$ cat src/rtl/pmst_pkg.sv
// Constants and carriers for the vendor status and telemetry registers.
// Assumes a 10 MHz core clock and a command decoder outside this block.
package pmst_pkg;

    // Command codes served here
    localparam logic [7:0] PMST_CMD_CLEAR_FAULTS = 8'h03;
    localparam logic [7:0] PMST_CMD_VENDOR_STAT  = 8'h80;
    localparam logic [7:0] PMST_CMD_IN_VOLT      = 8'h88;
    localparam logic [7:0] PMST_CMD_OUT_VOLT     = 8'h8b;
    localparam logic [7:0] PMST_CMD_OUT_CURR     = 8'h8c;
    localparam logic [7:0] PMST_CMD_TEMP         = 8'h8d;

    // Phase selector value meaning the whole stack
    localparam logic [7:0] PMST_PHASE_ALL = 8'hff;

    // Vendor status bit positions
    localparam int PMST_BIT_POR_FAULT  = 7;
    localparam int PMST_BIT_SELF_CHECK = 6;
    localparam int PMST_BIT_VOUT_RESET = 3;
    localparam int PMST_BIT_BACK_CHAN  = 2;
    localparam int PMST_BIT_SYNC_FAULT = 1;

    // Latched, write-one-to-clear bits: 7, 3, 2, 1
    localparam logic [7:0] PMST_W1C_MASK    = 8'h8e;
    localparam logic [7:0] PMST_STAT_RESET  = 8'h00;
    localparam logic [15:0] PMST_WORD_RESET = 16'h0000;

    // Linear word layout
    localparam int PMST_EXP_MSB = 15;
    localparam int PMST_EXP_LSB = 11;
    localparam int PMST_MAN_MSB = 10;
    localparam int PMST_MAN_LSB = 0;

    // Refresh timing
    localparam int PMST_CLK_KHZ         = 10000;
    localparam int PMST_REFRESH_1MS_US  = 1000;
    localparam int PMST_REFRESH_TEMP_US = 300;
    localparam int PMST_REFRESH_1MS_CYC  = PMST_REFRESH_1MS_US * PMST_CLK_KHZ / 1000;
    localparam int PMST_REFRESH_TEMP_CYC = PMST_REFRESH_TEMP_US * PMST_CLK_KHZ / 1000;

    // Linear format value: exponent and mantissa, both two's complement
    typedef struct packed {
        logic [4:0]  exp;
        logic [10:0] man;
    } pmst_lin_t;

    // Committed write transaction from the command decoder
    typedef struct packed {
        logic       valid;
        logic [7:0] code;
        logic [7:0] data;
    } pmst_wr_t;

    // Start of a read transaction
    typedef struct packed {
        logic       req;
        logic [7:0] code;
    } pmst_rd_t;

    // Read answer
    typedef struct packed {
        logic        ack;
        logic        served;
        logic [15:0] data;
    } pmst_rsp_t;

    typedef enum logic [1:0] {
        PMST_ST_IDLE = 2'b01,
        PMST_ST_BUSY = 2'b10
    } pmst_state_t;

endpackage : pmst_pkg

$ cat src/rtl/pmst_regs.sv
// Vendor status byte and telemetry words behind the management-bus commands.
// Assumes a command decoder on core_clk delivering read starts and writes.
//
// Functional notes
// - Bit 7 latches on invalid trim, checksum or pin detection result.
// - Bit 6 is live: high while self-check runs or followers silent.
// - Bit 3 latches on an output-voltage reset event until cleared.
// - Bit 2 latches on a back-channel fault until cleared.
// - Bit 1 latches on a synchronization fault until cleared.
// - Writing one clears a set latched bit; writing zero leaves it.
// - Each alerting status bit has a mask bit gating its alert.
// - Clear-faults command clears all latched vendor status bits too.
// - Input voltage at 88h, read word only, refreshed each millisecond.
// - Linear words: exponent in bits 15:11, mantissa in 10:0.
// - Writing a telemetry command flags invalid command and notifies host.
// - Phase all-ones gives controller input voltage, else selected phase.
// - Output voltage at 8Bh, unsigned word, refreshed each millisecond.
// - Loop follower reports raw sense voltage, ignoring output scaling.
// - Output current at 8Ch, linear word, refreshed each millisecond.
// - Phase all-ones gives summed stack current, else selected phase.
// - Temperature at 8Dh, hottest stage if phase all-ones, else selected phase, refreshed every 300 us.
`timescale 1ns/1ps
`default_nettype none
module pmst_regs #(
    parameter int REFRESH_1MS_CYC = pmst_pkg::PMST_REFRESH_1MS_CYC
) (
    input  wire logic                core_clk,
    input  wire logic                rst_b,
    input  wire pmst_pkg::pmst_wr_t  wr,
    input  wire pmst_pkg::pmst_rd_t  rd,
    output var  pmst_pkg::pmst_rsp_t rsp,
    input  wire logic [7:0]          phase_sel,
    input  wire logic                follower_mode,
    input  wire logic                por_check_fail,
    input  wire logic                self_check_busy,
    input  wire logic                follower_pending,
    input  wire logic                output_voltage_reset_event,
    input  wire logic                back_channel_fault,
    input  wire logic                sync_fault,
    input  wire logic [7:0]          alert_mask_vendor,
    input  wire pmst_pkg::pmst_lin_t vin_controller,
    input  wire pmst_pkg::pmst_lin_t vin_phase,
    input  wire logic [15:0]         vout_scaled,
    input  wire logic [15:0]         vout_sense_raw,
    input  wire pmst_pkg::pmst_lin_t iout_total,
    input  wire pmst_pkg::pmst_lin_t iout_phase,
    input  wire pmst_pkg::pmst_lin_t temp_max,
    input  wire pmst_pkg::pmst_lin_t temp_phase,
    output var  logic [7:0]          vendor_status_q,
    output var  logic                vendor_alert_q,
    output var  logic                cml_ivc_set_q,
    output var  logic                status_byte_cml_set_q,
    output var  logic                host_notify_q
);

    // ---------------- Telemetry sources and refresh ----------------
    logic        phase_all;
    logic [15:0] vin_src;
    logic [15:0] vout_src;
    logic [15:0] iout_src;
    logic [15:0] temp_src;
    logic [15:0] vin_held;
    logic [15:0] vout_held;
    logic [15:0] iout_held;
    logic [15:0] temp_held;

    always_comb begin
        phase_all = (phase_sel == pmst_pkg::PMST_PHASE_ALL);
        vin_src   = phase_all ? vin_controller : vin_phase;
        iout_src  = phase_all ? iout_total : iout_phase;
        temp_src  = phase_all ? temp_max : temp_phase;
        vout_src  = follower_mode ? vout_sense_raw : vout_scaled;
    end

    pmst_telem_chan #(
        .PERIOD (REFRESH_1MS_CYC)
    ) u_vin (
        .core_clk (core_clk),
        .rst_b    (rst_b),
        .src_word (vin_src),
        .held_q   (vin_held)
    );

    pmst_telem_chan #(
        .PERIOD (REFRESH_1MS_CYC)
    ) u_vout (
        .core_clk (core_clk),
        .rst_b    (rst_b),
        .src_word (vout_src),
        .held_q   (vout_held)
    );

    pmst_telem_chan #(
        .PERIOD (REFRESH_1MS_CYC)
    ) u_iout (
        .core_clk (core_clk),
        .rst_b    (rst_b),
        .src_word (iout_src),
        .held_q   (iout_held)
    );

    pmst_telem_chan #(
        .PERIOD (pmst_pkg::PMST_REFRESH_TEMP_CYC)
    ) u_temp (
        .core_clk (core_clk),
        .rst_b    (rst_b),
        .src_word (temp_src),
        .held_q   (temp_held)
    );

    // ---------------- Vendor status byte ----------------
    logic [7:0] stat_q;
    logic [7:0] stat_d;
    logic [7:0] stat_set;
    logic [7:0] stat_clr;
    logic [7:0] stat_view;
    logic [7:0] view_d;
    logic       alert_d;
    logic       live_busy;

    always_comb begin
        stat_set = 8'h00;
        stat_set[pmst_pkg::PMST_BIT_POR_FAULT]  = por_check_fail;
        stat_set[pmst_pkg::PMST_BIT_VOUT_RESET] = output_voltage_reset_event;
        stat_set[pmst_pkg::PMST_BIT_BACK_CHAN]  = back_channel_fault;
        stat_set[pmst_pkg::PMST_BIT_SYNC_FAULT] = sync_fault;
        stat_clr = 8'h00;
        if (wr.valid && wr.code == pmst_pkg::PMST_CMD_VENDOR_STAT) begin
            stat_clr = wr.data & pmst_pkg::PMST_W1C_MASK;
        end
        if (wr.valid && wr.code == pmst_pkg::PMST_CMD_CLEAR_FAULTS) begin
            stat_clr = pmst_pkg::PMST_W1C_MASK;
        end
        // Set wins over a clear in the same cycle
        stat_d = ((stat_q & ~stat_clr) | stat_set) & pmst_pkg::PMST_W1C_MASK;
        live_busy = self_check_busy | follower_pending;
        view_d = stat_d;
        view_d[pmst_pkg::PMST_BIT_SELF_CHECK] = live_busy;
        stat_view = stat_q;
        stat_view[pmst_pkg::PMST_BIT_SELF_CHECK] = live_busy;
        // Only latched bits raise the alert, each gated by its mask bit
        alert_d = |(stat_d & ~alert_mask_vendor);
    end

    always_ff @(posedge core_clk or negedge rst_b) begin
        if (!rst_b) begin
            stat_q          <= pmst_pkg::PMST_STAT_RESET;
            vendor_status_q <= pmst_pkg::PMST_STAT_RESET;
            vendor_alert_q  <= 1'b0;
        end else begin
            stat_q          <= stat_d;
            vendor_status_q <= view_d;
            vendor_alert_q  <= alert_d;
        end
    end

    // ---------------- Read answer and invalid writes ----------------
    pmst_pkg::pmst_state_t state_q;
    pmst_pkg::pmst_state_t state_d;
    pmst_pkg::pmst_rsp_t   rsp_d;
    logic                  ro_write;
    logic                  ivc_d;

    always_comb begin
        state_d = state_q;
        rsp_d   = rsp;
        rsp_d.ack = 1'b0;
        case (state_q)
            pmst_pkg::PMST_ST_IDLE: begin
                if (rd.req) begin
                    // Whole word captured at once from the held values
                    rsp_d.ack    = 1'b1;
                    rsp_d.served = 1'b1;
                    case (rd.code)
                        pmst_pkg::PMST_CMD_VENDOR_STAT: rsp_d.data = {8'h00, stat_view};
                        pmst_pkg::PMST_CMD_IN_VOLT:     rsp_d.data = vin_held;
                        pmst_pkg::PMST_CMD_OUT_VOLT:    rsp_d.data = vout_held;
                        pmst_pkg::PMST_CMD_OUT_CURR:    rsp_d.data = iout_held;
                        pmst_pkg::PMST_CMD_TEMP:        rsp_d.data = temp_held;
                        default: begin
                            rsp_d.served = 1'b0;
                            rsp_d.data   = pmst_pkg::PMST_WORD_RESET;
                        end
                    endcase
                    state_d = pmst_pkg::PMST_ST_BUSY;
                end
            end
            pmst_pkg::PMST_ST_BUSY: begin
                // Snapshot stands until the next read start
                state_d = pmst_pkg::PMST_ST_IDLE;
            end
            default: begin
                state_d = pmst_pkg::PMST_ST_IDLE;
            end
        endcase

        ro_write = 1'b0;
        if (wr.valid) begin
            case (wr.code)
                pmst_pkg::PMST_CMD_IN_VOLT,
                pmst_pkg::PMST_CMD_OUT_VOLT,
                pmst_pkg::PMST_CMD_OUT_CURR,
                pmst_pkg::PMST_CMD_TEMP: ro_write = 1'b1;
                default: ro_write = 1'b0;
            endcase
        end
        ivc_d = ro_write;
    end

    always_ff @(posedge core_clk or negedge rst_b) begin
        if (!rst_b) begin
            state_q               <= pmst_pkg::PMST_ST_IDLE;
            rsp                   <= '0;
            cml_ivc_set_q         <= 1'b0;
            status_byte_cml_set_q <= 1'b0;
            host_notify_q         <= 1'b0;
        end else begin
            state_q               <= state_d;
            rsp                   <= rsp_d;
            cml_ivc_set_q         <= ivc_d;
            status_byte_cml_set_q <= ivc_d;
            host_notify_q         <= ivc_d;
        end
    end

endmodule : pmst_regs
`default_nettype wire

$ cat src/rtl/pmst_telem_chan.sv
// One telemetry channel: holds a 16-bit word refreshed at a fixed period.
// Assumes the source word is produced on core_clk.
`timescale 1ns/1ps
`default_nettype none
module pmst_telem_chan #(
    parameter int PERIOD = 1000
) (
    input  wire logic        core_clk,
    input  wire logic        rst_b,
    input  wire logic [15:0] src_word,
    output var  logic [15:0] held_q
);

    localparam int CW = $clog2(PERIOD + 1);
    localparam logic [CW-1:0] LAST = CW'(PERIOD - 1);

    logic [CW-1:0] div_q;
    logic [CW-1:0] div_d;
    logic [15:0]   held_d;
    logic          tick;

    // Divider gives one enable pulse per refresh period
    always_comb begin
        tick   = (div_q == LAST);
        div_d  = tick ? '0 : div_q + CW'(1);
        held_d = tick ? src_word : held_q;
    end

    always_ff @(posedge core_clk or negedge rst_b) begin
        if (!rst_b) begin
            div_q  <= '0;
            held_q <= pmst_pkg::PMST_WORD_RESET;
        end else begin
            div_q  <= div_d;
            held_q <= held_d;
        end
    end

endmodule : pmst_telem_chan
`default_nettype wire
$ cat config.mk
export PLATFORM = sky130hd
export DESIGN_NAME = pmst_regs
export DESIGN_NICKNAME = d
export VERILOG_FILES = /design/src/rtl/pmst_pkg.sv /design/src/rtl/pmst_regs.sv /design/src/rtl/pmst_telem_chan.sv
export SDC_FILE = /design/constraint.sdc
export NUM_CORES = 1
export LEC_CHECK = 0
export BUFFER_PORTS_ARGS = -buffer_cell sky130_fd_sc_hd__buf_2
export CAP_MARGIN = 20
export CORE_ASPECT_RATIO = 1.75
export CORE_MARGIN = 3
export CORE_UTILIZATION = 50
export CTS_BUF_LIST = sky130_fd_sc_hd__clkbuf_4 sky130_fd_sc_hd__clkbuf_8 sky130_fd_sc_hd__clkbuf_16
export DETAILED_ROUTE_END_ITERATION = 8
export GPL_TIMING_DRIVEN = 0
export HOLD_SLACK_MARGIN = 0.05
export PLACE_DENSITY = 0.9
export SLEW_MARGIN = 20
export SYNTH_ARGS = -nofsm -noshare
export SYNTH_HDL_FRONTEND = slang
export SYNTH_SLANG_ARGS = --single-unit
$ cat constraint.sdc
create_clock -name core_clk -period 2.36 [get_ports core_clk]
set_input_delay 0.118 -clock core_clk [delete_from_list [all_inputs] [get_ports core_clk]]
set_output_delay 0.118 -clock core_clk [all_outputs]
set_load 0.02 [all_outputs]
==> flow_summary_export.csv <==
group,metric,value,unit
outcome,status,"complete, no violations",
synth,yosys_warnings,0,
synth,ys_async_sr_fraction,100,%
worst_setup_path,crit_top_cell,"dlygate4sd3_1",
synth,synth_area_leaders,"dfrtp_1 (52%), mux2i_1 (9.2%), nand2_1 (5.3%), o21ai_0 (4.3%), nor2_1 (2.9%)",
worst_setup_path,rr_startpoint,"u_temp.div_q[10]",
synth,synth_edf_count,0,
finish,syn2layout_area_growth,42.3,%
clocking,cts_buffer_depth,2,
worst_hold_path,worstHoldEndpoint,"u_iout.held_q[8]",
worst_setup_path,slowest_stage,"dlygate4sd3_1",
synth,synth_top_cell_by_area,"dfrtp_1",
placed_design,gp_congestion,0.927,
global_route,grt_pass1_vias,7222,
worst_hold_path,whs_path_depth,3,
worst_setup_path,cp.arrival,2.64,ns
die,start_util,51.3,%
timing,rsz0062_at_grt,"no",
placed_design,post_dp_cell_area,8180,µm²
timing,worst_pin_slew,0.916,ns
timing,period_share,98.8,%
worst_setup_path,start_kind,"primary input",
worst_setup_path,r2r_cells,4,
die,io_pins,209,
synth,avgSynthCellArea,10.4,µm²
finish,finalNonFillerCells,1180,
global_route,grt.total_usage,33.5,%
clocking,cts-root-buf,"clkbuf_16",
route,first_pass_iters,9,
synth,synth-seq-cells,145,
run,max_cap_viol_count,0,
timing,slew_headroom,38.9,%
pwr,p_leak,4.67,nW
die,die_w,95.0,µm
pwr,peakVddDrop,422,µV
timing,finClkSkew,0.0110,ns
die,chipHeight,162,µm
placed_design,dp_hpwl,14.7,mm
global_route,antenna_found_initial,1,
worst_hold_path,hp-start,"iout_total[8]",
timing,fmax,429,MHz
worst_setup_path,cp_data_required_time,2.66,ns
clocking,cts_max_level,4,
global_route,gr-total-overflow,0,
die,row_count,56,
clocking,clk_latency,0.43,ns
timing,final-setup-viol-count,0,
worst_hold_path,hold_class,"primary input to register",
die,die_area,15400,µm²
synth,synth_ff_type,"dfrtp_1",
die,coreArea,13500,µm²
timing,fin_crit,2.33,ns
global_route,grt_max_degree,96,
worst_setup_path,worstReg2RegEnd,"u_temp.held_q[12]",
route,route.vias.total,7109,
finish,fillers,783,
clocking,path_clk_slew,0.06,ns
synth,synth_top_area_share,52.0,%
route,routed_wirelength,25.2,mm
route,ant_nets,0,
synth,yosysUniqueCellTypes,50,
worst_setup_path,crit_fanout,3,
worst_setup_path,max_stage_delay,0.58,ns
worst_setup_path,crit_chain,"dlygate4sd3_1, buf_2, nor4b_2, nand3_1, a31o_2, a22o_1, a221o_1, dlygate4sd3_1",
route,drc,0,
route,routedWlPerCell,21.4,µm
finish,fin_nets,1175,
pwr,powerDensity,567,nW/µm²
timing,hold_ws,0.0378,ns
worst_setup_path,critPathCaptureType,"register",
placed_design,io_buffers,196,
global_route,grt_pass1_wl,38.6,mm
worst_setup_path,r2r_slack,0.18,ns
route,initialDrtViolationCount,846,
clocking,cts_tree,"built",
synth,ys_seq_area_share,52.4,%
worst_setup_path,critPathKind,"primary input to register",
synth,synthCells,664,
route,avgViaCountPerCell,6.02,
clocking,clock-sinks,145,
timing,slew_violations,0,
timing,hold_viol_final,0,
timing,finalSetupTns,0,ns
finish,fin_area,9860,µm²
pwr,power,5.60,mW
placed_design,place_inst,1037,
finish,drive_gt1_share,26.5,%
synth,synth_area,6930,µm²
clocking,cts_inserted_buffers,17,
-- cells in the final DEF (no fill, tap or decap), types with 4 or more instances in the layout --
cell type and instances:
a22oi_1 4, dlygate4sd3_1 109, nor2b_1 5, mux2i_1 64, o21ai_0 59, nor2_1 54, a31o_2 4, nand4_1 10
a21oi_1 17, buf_2 202, ha_1 4, clkbuf_16 17, nand4b_1 5, buf_6 6, buf_4 7, clkinvlp_4 5
nor3_1 7, clkinv_2 4, nand3_1 24, inv_1 11, a22o_1 20, xor2_1 17, nand2_1 98, a222oi_1 16
dfrtp_1 144, clkbuf_1 15, and3_1 11, xnor2_1 20
-- sequential cells by signal, summed over array words and instances (netlist names) --
signal           count
u_iout.div_q        14
u_temp.div_q        12
state_q              2
u_vin.div_q         14
host_notify_q        1
vendor_status_q      1
vendor_alert_q       1
u_iout.held_q       16
u_vin.held_q        16
stat_q               4
u_vout.div_q        14
u_vout.held_q       16
rsp                 18
u_temp.held_q       16
-- cells by family after synthesis --
kind of cell	synth area share, %
and+or+nand+nor	16.8
AOI/OAI and AO/OA	12.4
other	0.0541
xor gates and xnor gates	4.68
muxes	9.24
buffers and inverters	3.72
adders and majority gates	0.722
DFF	52.4
-- layout make-up --
| cell class | count | area, µm² | area share (%) |
|---|---|---|---|
| tap | 174 | 218 | 2.21 |
| timing repair buffer | 307 | 2120 | 21.5 |
| multi-input combinational | 474 | 3070 | 31.2 |
| sequential | 145 | 3630 | 36.8 |
| antenna | 1 | 2.50 | 0.0254 |
| buffer | 36 | 216 | 2.19 |
| inverter | 11 | 41.3 | 0.419 |
| clock inverter | 13 | 114 | 1.15 |
| clock buffer | 19 | 453 | 4.59 |
-- layer usage --
layer | vias to the layer above | routed length (µm) | global-route usage [%]
li1 | 3019 | - | -
met1 | 3325 | 8260 | 37.6
met2 | 590 | 12400 | 53.9
met3 | 175 | 2370 | 8.48
met4 | 0 | 2170 | 24.7
met5 | - | 0 | 0
-- worst max-delay path: cells and delay by family --
kind	cells	cell delay [ns]
AO/OA/AOI/OAI	3	0.82
AND/OR/NAND/NOR	2	0.43
buffers and inverters	3	1.26
-- worst max-delay path by stage --
stage | end | start | cells past startpoint
3_5_place_dp | rsp[7] | rd[5] | 8
5_1_grt | vendor_alert_q | wr[11] | 8
3_3_place_gp | host_notify_q | rst_b | 1
2_1_floorplan | u_temp.div_q[9] | u_temp.div_q[10] | 6
6_report | vendor_alert_q | wr[11] | 8
4_1_cts | vendor_alert_q | wr[11] | 8
-- synthesized netlist by cell type (5+ instances only) --
library cell  count
dfrtp_1         144
nand2_1          98
mux2i_1          64
o21ai_0          59
nor2_1           54
nand3_1          24
a22o_1           20
xnor2_1          20
a21oi_1          17
xor2_1           17
a222oi_1         16
clkbuf_1         15
and3_1           11
inv_1            11
nand4_1          10
buf_2             7
nor3_1            7
buf_4             6
buf_6             6
nand4b_1          5
nor2b_1           5
-- timing repair --
item / 4_1_cts / 5_1_grt
hold endpoints to repair: 135 / 0
endpoints found under the setup margin: 0 / 1
gates resized for setup: 0 / 3
setup buffers: 0 / 1
hold buffers: 109 / 0
-- per-stage QoR --
step	utilization, %	worst slack, ns
global route	72.9	0.0158
detailed placement	60.5	0.348
finish	72.9	0.0293
global placement	60.2	-0.787
floorplan	-	0.698
CTS	72.7	0.0222
-- power breakdown --
group,switching (mW),internal (mW),total (mW)
combinational,0.222,0.283,0.505
clock,1.10,1.50,2.59
sequential,0.00243,2.49,2.50
total,1.32,4.28,5.60
Power figures use the tool's default switching activity.
